## config.mk

```make
export PLATFORM = sky130hd
export DESIGN_NAME = rlcr_lane_regs
export DESIGN_NICKNAME = d
export VERILOG_FILES = /design/src/hdl/rlcr_pkg.sv /design/src/hdl/rlcr_lane_regs.sv
export VERILOG_INCLUDE_DIRS = /design/src /design/src/hdl
export SDC_FILE = /design/constraint.sdc
export NUM_CORES = 1
export LEC_CHECK = 0
export BUFFER_PORTS_ARGS = -buffer_cell sky130_fd_sc_hd__buf_2
export CORE_MARGIN = 5
export CORE_UTILIZATION = 54
export DETAILED_ROUTE_END_ITERATION = 8
export PLACE_DENSITY = 0.78
export SYNTH_ARGS = -nofsm -noshare
export SYNTH_HDL_FRONTEND = slang
export SYNTH_SLANG_ARGS = --single-unit
export TNS_END_PERCENT = 10
```

## constraint.sdc

```tcl
create_clock -name CLOCK -period 1.6 [get_ports CLOCK]
set_clock_uncertainty 0.05 [all_clocks]
set_input_delay 0.24 -clock CLOCK [delete_from_list [all_inputs] [get_ports CLOCK]]
set_output_delay 0.24 -clock CLOCK [all_outputs]
set_load 0.02 [all_outputs]
```

## src/hdl/rlcr_map.svh

```systemverilog
// register offsets, field positions and reset values of the lane configuration bank
`ifndef RLCR_MAP_SVH
`define RLCR_MAP_SVH

`define RLCR_OFS_EQ        8'h2C
`define RLCR_OFS_SWING     8'h2D
`define RLCR_OFS_DEEMPH    8'h2E
`define RLCR_OFS_IDLE      8'h2F
`define RLCR_OFS_SPARE     8'h30
`define RLCR_OFS_SDET      8'h31

`define RLCR_RST_EQ        8'h2F
`define RLCR_RST_SWING     8'hAD
`define RLCR_RST_DEEMPH    5'h02
`define RLCR_RST_IDLE      8'h00
`define RLCR_RST_SPARE     8'h00
`define RLCR_RST_SDET      8'h00

`define RLCR_BIT_SCP       7
`define RLCR_BIT_RATE_SEL  6
`define RLCR_BIT_RX_FOUND  7
`define RLCR_BIT_FORCE_OFF 2
`define RLCR_BIT_FORCE_ON  1
`define RLCR_DEEMPH_WMSB   4
`define RLCR_RATE_NONE     2'h0
`define RLCR_RDATA_NONE    8'h00

`endif

```

## src/hdl/rlcr_pkg.sv

```systemverilog
// types shared by the lane configuration bank and its users
package rlcr_pkg;

  // settings that the lane analog datapath consumes
  typedef struct packed {
    logic [7:0] input_equalizer_level;
    logic       short_protect_en;
    logic       rate_class_low;
    logic [2:0] swing_spare;
    logic [2:0] output_swing_code;
    logic [2:0] deemphasis_code;
    logic [1:0] idle_assert_code;
    logic [1:0] idle_deassert_code;
  } rlcr_lane_ctrl_s;

  // status reported by the lane analog datapath
  typedef struct packed {
    logic       far_receiver_found;
    logic [1:0] detected_rate;
    logic       lane_a1_raw_detect;
  } rlcr_lane_stat_s;

endpackage

```

## src/hdl/rlcr_lane_regs.sv

```systemverilog
// lane a0 configuration and status registers, plus lane a1 signal-detect forcing
//
// What this block does
// - lane a0 input equalizer level, 8-bit read/write, 256 levels, resets to 0x2F.
// - output swing register bit 7 enables short-circuit protection; register resets to 0xAD.
// - swing bit 6 selects rate class, 1 gen1/gen2, 0 gen3, overriding pin.
// - 3-bit output swing code, 0.7 V to 1.4 V in 0.1 V steps, default 101.
// - de-emphasis register bit 7 read-only, 1 when far receiver detected.
// - read-only bits 6:5 report detected rate: 00 gen1, 01 gen2, 11 gen3.
// - detected rate updates only while rate pin strapped automatic; otherwise no result.
// - de-emphasis code bits 2:0, 0 dB down to -12 dB, default 010.
// - idle assert threshold bits 3:2, codes for 180/160/210/190 mVp-p, default 00.
// - idle de-assert threshold bits 1:0, codes for 110/100/150/130 mVp-p, default 00.
// - programmed idle thresholds override the threshold select pin for this lane.
// - signal-detect bit 2 forces detect off, bit 1 forces on; clear restores.
`timescale 1ns/1ps
`default_nettype none
`include "rlcr_map.svh"

module rlcr_lane_regs
  import rlcr_pkg::*;
(
  input  wire logic            CLOCK,
  input  wire logic            RST_N,
  input  wire logic [7:0]      REG_ADDR,
  input  wire logic            REG_WR,
  input  wire logic [7:0]      REG_WDATA,
  input  wire logic            REG_RD,
  output logic      [7:0]      REG_RDATA,
  output logic                 REG_RVALID,
  input  wire rlcr_lane_stat_s LANE_STAT,
  input  wire logic            RATE_PIN_AUTO,
  output var  rlcr_lane_ctrl_s LANE_CTRL,
  output logic                 LANE_A1_DETECT
);

  logic [7:0]      eq_r;
  logic [7:0]      swing_r;
  logic [4:0]      deemph_r;
  logic [7:0]      idle_r;
  logic [7:0]      spare_r;
  logic [7:0]      sdet_r;
  logic [1:0]      rate_r;
  logic [1:0]      rate_nxt;
  logic            found_r;
  logic [7:0]      rdata_nxt;
  rlcr_lane_stat_s stat_meta_r;
  rlcr_lane_stat_s stat_r;
  logic [1:0]      auto_sync_r;
  logic            lane_a1_detect_nxt;

  wire logic       rate_auto;

  assign rate_auto = auto_sync_r[1];

  // status lines come from the analog side on no known clock: two flops each
  always_ff @(posedge CLOCK or negedge RST_N) begin
    if (!RST_N) begin
      stat_meta_r <= '0;
      stat_r      <= '0;
      auto_sync_r <= 2'h0;
    end else begin
      stat_meta_r <= LANE_STAT;
      stat_r      <= stat_meta_r;
      auto_sync_r <= {auto_sync_r[0], RATE_PIN_AUTO};
    end
  end

  // host writes; the host owns swing bits 5:3, stored as written
  always_ff @(posedge CLOCK or negedge RST_N) begin
    if (!RST_N) begin
      eq_r     <= `RLCR_RST_EQ;
      swing_r  <= `RLCR_RST_SWING;
      deemph_r <= `RLCR_RST_DEEMPH;
      idle_r   <= `RLCR_RST_IDLE;
      spare_r  <= `RLCR_RST_SPARE;
      sdet_r   <= `RLCR_RST_SDET;
    end else if (REG_WR) begin
      if (REG_ADDR == `RLCR_OFS_EQ) begin
        eq_r <= REG_WDATA;
      end else if (REG_ADDR == `RLCR_OFS_SWING) begin
        swing_r <= REG_WDATA;
      end else if (REG_ADDR == `RLCR_OFS_DEEMPH) begin
        deemph_r <= REG_WDATA[`RLCR_DEEMPH_WMSB:0];
      end else if (REG_ADDR == `RLCR_OFS_IDLE) begin
        idle_r <= REG_WDATA;
      end else if (REG_ADDR == `RLCR_OFS_SPARE) begin
        spare_r <= REG_WDATA;
      end else if (REG_ADDR == `RLCR_OFS_SDET) begin
        sdet_r <= REG_WDATA;
      end
    end
  end

  // rate report only meaningful while the pin is strapped to automatic
  always_comb begin
    rate_nxt = `RLCR_RATE_NONE;
    if (rate_auto) begin
      rate_nxt = stat_r.detected_rate;
    end
  end

  // read-only status bits of the de-emphasis register
  always_ff @(posedge CLOCK or negedge RST_N) begin
    if (!RST_N) begin
      rate_r  <= `RLCR_RATE_NONE;
      found_r <= 1'b0;
    end else begin
      rate_r  <= rate_nxt;
      found_r <= stat_r.far_receiver_found;
    end
  end

  // force off wins over force on when both are set
  always_comb begin
    lane_a1_detect_nxt = stat_r.lane_a1_raw_detect;
    if (sdet_r[`RLCR_BIT_FORCE_OFF]) begin
      lane_a1_detect_nxt = 1'b0;
    end else if (sdet_r[`RLCR_BIT_FORCE_ON]) begin
      lane_a1_detect_nxt = 1'b1;
    end
  end

  always_ff @(posedge CLOCK or negedge RST_N) begin
    if (!RST_N) begin
      LANE_A1_DETECT <= 1'b0;
    end else begin
      LANE_A1_DETECT <= lane_a1_detect_nxt;
    end
  end

  // read mux; unmapped offsets read as zero
  always_comb begin
    rdata_nxt = `RLCR_RDATA_NONE;
    if (REG_ADDR == `RLCR_OFS_EQ) begin
      rdata_nxt = eq_r;
    end else if (REG_ADDR == `RLCR_OFS_SWING) begin
      rdata_nxt = swing_r;
    end else if (REG_ADDR == `RLCR_OFS_DEEMPH) begin
      rdata_nxt = {found_r, rate_r, deemph_r};
    end else if (REG_ADDR == `RLCR_OFS_IDLE) begin
      rdata_nxt = idle_r;
    end else if (REG_ADDR == `RLCR_OFS_SPARE) begin
      rdata_nxt = spare_r;
    end else if (REG_ADDR == `RLCR_OFS_SDET) begin
      rdata_nxt = sdet_r;
    end
  end

  // read answer one cycle after the strobe, held until the next read
  always_ff @(posedge CLOCK or negedge RST_N) begin
    if (!RST_N) begin
      REG_RDATA  <= `RLCR_RDATA_NONE;
      REG_RVALID <= 1'b0;
    end else begin
      REG_RVALID <= REG_RD;
      if (REG_RD) begin
        REG_RDATA <= rdata_nxt;
      end
    end
  end

  // lane settings are wired straight from the register flops, so a write lands next edge
  // one process drives the whole struct, so the output variable keeps a single driver
  always_comb begin
    LANE_CTRL.input_equalizer_level = eq_r;
    LANE_CTRL.short_protect_en      = swing_r[`RLCR_BIT_SCP];
    LANE_CTRL.rate_class_low        = swing_r[`RLCR_BIT_RATE_SEL];
    LANE_CTRL.swing_spare           = swing_r[5:3];
    LANE_CTRL.output_swing_code     = swing_r[2:0];
    LANE_CTRL.deemphasis_code       = deemph_r[2:0];
    LANE_CTRL.idle_assert_code      = idle_r[3:2];
    LANE_CTRL.idle_deassert_code    = idle_r[1:0];
  end
endmodule

`default_nettype wire

```

==> flow_metrics.env, run 1 <==
export IMPL_cts_buffers_inserted=9
export IMPL_antenna_cells=0
export IMPL_grt_pass1_vias=2178
export IMPL_violations="setup timing"
export IMPL_dr_first_iter_drc_count=115
export IMPL_max_freq_ghz=0.579
export IMPL_finalMaxSlewViolations=0
export IMPL_synth_nets=250
export IMPL_grt_overflow=0
export IMPL_layout_nets=330
export IMPL_coreArea_mm2=0.00541
export IMPL_peakVddDrop_mv=0.551
export IMPL_synth_area_per_cell_um2=13.2
export IMPL_hold_path_class="input pin to flop"
export IMPL_routed_wl_mm=6.87
export IMPL_period_share_pct=108
export IMPL_numClockSinks=68
export IMPL_grt_start_max_net_pins=56
export IMPL_critPathRequiredTime_ps=1780
export IMPL_hold_viol=0
export IMPL_path_clk_slew_ps=70
export IMPL_power_leakage_nw=1.86
export IMPL_startpoint_type="input pin"
export IMPL_async_reset_ff_share_pct=100
export IMPL_track_usage_pct=21.0
export IMPL_die_w_um=84.1
export IMPL_fin_ws_ps=-126
export IMPL_synth_edf_count=0
export IMPL_io_pins=58
export IMPL_max_cap_violations=0
export IMPL_path_max_fanout=8
export IMPL_ys_seq_area_share_pct=57.8
export IMPL_num_vias=2068
export IMPL_ys_ff_latch=68
export IMPL_insertion_delay_ps=350
export IMPL_synth_ff_type="dfrtp_1"
export IMPL_place_detailed_hpwl_mm=4.70
export IMPL_preCtsSetupSlack_ps=-548
export IMPL_synthCells=225
export IMPL_power_density_mw_per_mm2=914
export IMPL_grt_pass1_wl_mm=11.3
export IMPL_rsz0062_at_grt="true"
export IMPL_die_y_um=84.1
export IMPL_gp_congestion=0.794
export IMPL_htreeDepth=3
export IMPL_relSlewSlack_pct=73.3
export IMPL_synthDistinctLibCells=32
export IMPL_detail_route_antenna_nets=0
export IMPL_antenna_found_initial=0
export IMPL_cp_arrival_ps=1900
export IMPL_syn_area_mm2=0.00297
export IMPL_cp_startpoint="REG_ADDR[7]"
export IMPL_setup_viol=24
export IMPL_instances_no_fill=382
export IMPL_tightest_slew_ps=401
export IMPL_post_route_min_period_ps=1730
export IMPL_r2r_start="deemph_r[1]$_DFFE_PN1P_"
export IMPL_hp_start="REG_WDATA[5]"
export IMPL_wl_per_cell_um=18.0
export IMPL_hold_path_depth=2
export IMPL_r2r_cells=3
export IMPL_initial_core_util_pct=54.9
export IMPL_area_growth_pct=25.1
export IMPL_dp_cells=361
export IMPL_clockBufferDepth=2
export IMPL_layout_commonest_cell="dfrtp_1"
export IMPL_vias_per_cell=5.41
export IMPL_post_cts_buffers=0
export IMPL_drc_errors=0
export IMPL_design_die_area_mm2=0.00707
export IMPL_drtPass1Iterations=4
export IMPL_tritoncts="yes"
export IMPL_rows=27
export IMPL_endpoint_kind="flop"
export IMPL_clock_root_buffer="clkbuf_8"
export IMPL_run_status="finished with violations"
export IMPL_final_cell_mix="57 x dfrtp_1, 56 x buf_2, 37 x mux2_2"
export IMPL_crit_type="input pin to flop"
export IMPL_synth_warnings=0
export IMPL_drive_above_1_share_pct=51.6
export IMPL_portBuffers=57
export IMPL_fill_cells=404
flip-flops by register name (all words and copies together) (netlist names):
signal,cells
REG_RVALID,1
sdet_r,8
found_r,1
stat_r,4
rate_r,2
LANE_A1_DETECT,1
auto_sync_r,2
REG_RDATA,8
stat_meta_r,4
swing_r,8
deemph_r,5
idle_r,8
spare_r,8
eq_r,8
per-layer routing:
| metal | vias up | part of all wire [%] | track usage [%] |
|---|---|---|---|
| met5 | - | 0 | 0 |
| met4 | 0 | 2.1 | 8.77 |
| met3 | 11 | 6.7 | 5.63 |
| met2 | 71 | 50 | 33.6 |
| met1 | 1023 | 41 | 26.9 |
| li1 | 963 | - | - |
worst paths after layout:
path	end	slack [ps]
worst max-delay path	spare_r[6]$_DFFE_PN0P_	-130
worst min-delay path	eq_r[5]$_DFFE_PN1P_	150
worst max register to register	REG_RDATA[1]$_DFFE_PN0P_	350
worst min register to register	stat_r[0]$_DFF_PN0_	300
max in group asynchronous	deemph_r[1]$_DFFE_PN1P_	600
min in group asynchronous	stat_r[2]$_DFF_PN0_	270
critical path, cell delays in order:
cell and delay [ps]:
buf_6 90, or3b_4 390, or3_4 380, or3b_4 480, mux2_4 320
power breakdown:
group / switching [mW] / leakage, nW / internal (mW)
Combinational: 0.195 / 0.906 / 0.156
Clock: 0.632 / 0.0803 / 0.561
Sequential: 0.0418 / 0.870 / 1.81
repair_timing:
| item | in CTS | in global routing |
|---|---|---|
| pin swaps | 1 | 0 |
| setup endpoints to repair | 27 | 37 |
| hold buffers | 6 | 0 |
| resized for setup | 8 | 6 |
| endpoints found under the hold margin | 18 | 0 |
final cells by class:
class / instances / area, um^2 / share of cell area [%]
Sequential cell: 68 / 1720 / 46.2
Multi-Input combinational cell: 138 / 1180 / 31.7
Clock buffer: 12 / 135 / 3.64
Tap cell: 72 / 90.1 / 2.43
Clock inverter: 4 / 26.3 / 0.708
Inverter: 1 / 3.75 / 0.101
Timing Repair Buffer: 87 / 564 / 15.2
cell usage after synthesis, types with 2 or more instances:
cell type / number / share of area, %
dfrtp_1: 57 / 48
mux2_2: 37 / 14
o21ai_0: 13 / 2.2
dfstp_2: 11 / 9.7
nor2_1: 11 / 1.4
mux2i_1: 10 / 3.4
a21oi_1: 8 / 1.4
and2_1: 8 / 1.7
clkbuf_1: 8 / 1.0
mux2_4: 8 / 4.1
a31oi_1: 7 / 1.5
buf_4: 7 / 1.8
nand2_1: 6 / 0.76
nor2b_1: 6 / 1.3
o32a_1: 6 / 2.0
buf_6: 2 / 0.76
nor2_2: 2 / 0.42
nor3b_1: 2 / 0.51
or3_1: 2 / 0.42
or3b_1: 2 / 0.59
metrics by stage:
stage               cell area, um^2  power, mW  hold WS, ps  utilization (%)  setup TNS [ps]
global route                   3710       3.56          135             68.7           -2230
global placement               3440       2.20         96.9             63.7          -18860
finish                         3710       3.39          151             68.7           -2120
detailed placement             3440       2.21         98.5             63.7          -20070
CTS                            3700       3.42          131             68.4           -1970
floorplan                      2970       2.05         -106                -          -11940
kinds of logic (layout without fill, tap and decap cells):
family	after synthesis	in the layout	share of synthesized area, %
AOI/OAI and AO/OA	37	37	7.85
buffers and inverters	19	104	3.80
DFF	68	68	57.8
muxes	55	55	21.5
and+or+nand+nor	46	46	9.03
No activity file was read; power rests on OpenSTA's default activity.
==> inputs of run 2 (changes only) <==
--- a/config.mk
+++ b/config.mk
@@ -6,6 +6,7 @@
 export SDC_FILE = /design/constraint.sdc
 export NUM_CORES = 1
 export LEC_CHECK = 0
+export ABC_AREA = 1
 export BUFFER_PORTS_ARGS = -buffer_cell sky130_fd_sc_hd__buf_2
 export CORE_MARGIN = 5
 export CORE_UTILIZATION = 54
==> run 2 against run 1 <==
  * The flow now finishes without violations
  * Fmax grew 27%
  * Flip-flop and latch count is the same
  * Global-route usage shrank 0.73 points
  * Largest cell class unchanged
  * Via count grew 20%
  * Highest routed layer unchanged
  * Core utilization shrank 2.0 points
  * Die area grew 0.18%
  * Count of clock-buffer cells in the layout shrank 2
  * Synthesized cell count grew 50%
  * Combinational power shrank 18%
  * Clock power grew 43%
==> flow_metrics.env, run 2 <==
export IMPL_routed_wl_mm=6.67
export IMPL_cp_top_family="flip-flops"
export IMPL_cp_arrival_ps=1070
export IMPL_crit_type="flop to primary output"
export IMPL_area_growth_pct=21.9
export IMPL_finalMaxSlewViolations=0
export IMPL_tritoncts="yes"
export IMPL_r2r_start="sdet_r[1]$_DFFE_PN0P_"
export IMPL_synth_area_per_cell_um2=8.79
export IMPL_drtPass1Iterations=4
export IMPL_path_clk_slew_ps=80
export IMPL_yosysMostFrequentCell="nand2_1"
export IMPL_slowest_delay_ps=560
export IMPL_place_detailed_hpwl_mm=4.70
export IMPL_cp_depth=1
export IMPL_hold_slack_ps=61.1
export IMPL_coreArea_mm2=0.00544
export IMPL_num_vias=2474
export IMPL_final_cell_mix="105 x nand2_1, 57 x dfrtp_1, 57 x buf_2"
export IMPL_die_w_um=84.2
export IMPL_cts_buffers_inserted=9
export IMPL_synth_area_top_cells="dfrtp_1 48%, nand2_1 13%, dfstp_2 9.7%"
export IMPL_cpMaxStageDelayCell="dfstp_2"
export IMPL_cp_num_buf_inv=1
export IMPL_vias_per_cell=5.14
export IMPL_cp_startpoint="eq_r[3]$_DFFE_PN1P_"
export IMPL_post_synth_top_area_cell="dfrtp_1"
export IMPL_syn_area_mm2=0.00297
export IMPL_power_leakage_nw=1.87
export IMPL_insertion_delay_ps=340
export IMPL_dr_first_iter_drc_count=212
export IMPL_ys_seq_area_share_pct=57.7
export IMPL_max_freq_ghz=0.736
export IMPL_crit_path_end="LANE_CTRL[18]"
export IMPL_cts_resized=0
export IMPL_max_cap_violations=0
export IMPL_period_share_pct=84.9
export IMPL_synth_nets=363
export IMPL_initial_core_util_pct=54.6
export IMPL_tightest_slew_ps=621
export IMPL_antenna_cells=0
export IMPL_detail_route_antenna_nets=0
export IMPL_run_status="finished, final reports clean"
export IMPL_track_usage_pct=20.2
export IMPL_wl_per_cell_um=13.9
export IMPL_path_max_fanout=3
export IMPL_wl_met1_mm=2.89
export IMPL_synth_ff_type="dfrtp_1"
export IMPL_synthCells=338
export IMPL_synth_warnings=0
export IMPL_htreeDepth=3
export IMPL_layout_commonest_cell="nand2_1"
export IMPL_clock_root_buffer="clkbuf_8"
export IMPL_power_density_mw_per_mm2=1060
export IMPL_wl_met2_mm=3.20
export IMPL_critPathRequiredTime_ps=1310
export IMPL_setup_viol=0
export IMPL_post_route_min_period_ps=1360
export IMPL_hold_viol=0
export IMPL_gp_congestion=0.835
export IMPL_peakVddDrop_mv=0.688
export IMPL_synth_top_area_share_pct=48.0
export IMPL_synth_edf_count=0
export IMPL_synthDistinctLibCells=23
export IMPL_clockBufferDepth=2
export IMPL_numClockSinks=68
export IMPL_layout_nets=429
export IMPL_reg2reg_to="REG_RDATA[1]$_DFFE_PN0P_"
export IMPL_portBuffers=57
export IMPL_cp_cell_sequence="buf_2"
export IMPL_io_pins=58
export IMPL_reg2reg_slack_ps=560
export IMPL_hold_path_class="input pin to flop"
export IMPL_die_y_um=84.2
export IMPL_relSlewSlack_pct=58.5
export IMPL_drc_errors=0
export IMPL_startpoint_type="flop"
export IMPL_grt_pass1_vias=2461
export IMPL_drive_above_1_share_pct=27.4
export IMPL_async_reset_ff_share_pct=100
export IMPL_endpoint_kind="primary output"
export IMPL_antenna_found_initial=0
export IMPL_grt_overflow=0
export IMPL_rows=27
export IMPL_grt_start_max_net_pins=69
export IMPL_ys_ff_latch=68
export IMPL_finalPower_mw=3.83
export IMPL_yosys_top_cells_count="105 x nand2_1, 57 x dfrtp_1, 34 x o21ai_0"
export IMPL_rsz0062_at_grt="false"
export IMPL_design_die_area_mm2=0.00709
export IMPL_wl_met3_um=409
export IMPL_r2r_cells=6
export IMPL_highest_layer="met4"
export IMPL_grt_pass1_wl_mm=11.3
## run 2: cell count changes in the layout (fill, tap and decap cells not counted), sizes merged, moves of 8 or more
cell   before  now
nand2       6  109
mux2       45    0
nand3       0   34
o21ai      13   45
inv         1   27
buf        81   66
nor2       13   27
mux2i      10    0
a21oi       8    0
## run 2: cell families after synthesis
group | count (synthesis) | share of synthesized area, %
buffers and inverters | 44 | 6.90
AO/OA/AOI/OAI | 45 | 8.59
AND/OR/NAND/NOR | 181 | 26.8
flip-flops | 68 | 57.7
## run 2: worst min-delay path by stage
stage / from / to / slack, ps / cells past startpoint
6_report: REG_RD / REG_RVALID$_DFF_PN0_ / 60 / 1
5_1_grt: REG_RD / REG_RVALID$_DFF_PN0_ / 60 / 1
4_1_cts: REG_RD / REG_RVALID$_DFF_PN0_ / 50 / 1
3_5_place_dp: RST_N / sdet_r[7]$_DFFE_PN0P_ / 230 / 2
3_3_place_gp: RST_N / sdet_r[5]$_DFFE_PN0P_ / 230 / 2
2_1_floorplan: RST_N / LANE_A1_DETECT$_DFF_PN0_ / -110 / 0
## run 2: power breakdown
group          switching [mW]  internal (mW)  total (mW)
combinational           0.190         0.0972       0.288
clock                   0.659           1.04        1.70
sequential             0.0443           1.80        1.85
## run 2: per-layer routing
| metal | vias to the layer above | GRT usage, % |
|---|---|---|
| met5 | - | 0 |
| met4 | 0 | 11.5 |
| met3 | 16 | 4.61 |
| met2 | 88 | 32.4 |
| met1 | 1155 | 25.3 |
| li1 | 1215 | - |
## run 2: cell type report
class | count | area, um^2
Clock inverter | 6 | 113
Sequential cell | 68 | 1720
Clock buffer | 10 | 128
Tap cell | 72 | 90.1
Timing Repair Buffer | 72 | 425
Inverter | 27 | 101
Multi-Input combinational cell | 226 | 1050
Fill cell | 439 | 1820
## run 2: what timing repair did
item	in CTS	in global routing
setup buffers	0	0
hold buffers	6	0
hold endpoints to repair	62	0
## run 2: through the flow
step | utilization [%] | setup TNS, ps | instances | worst slack, ps | area, um^2
floorplan | - | 0 | 338 | 195 | 2970
global placement | 61.1 | 0 | 459 | 41.8 | 3320
detailed placement | 61.1 | -1.04 | 459 | -1.04 | 3320
CTS | 66.6 | 0 | 481 | 230 | 3620
global route | 66.6 | 0 | 481 | 186 | 3620
finish | 66.6 | 0 | 481 | 241 | 3620
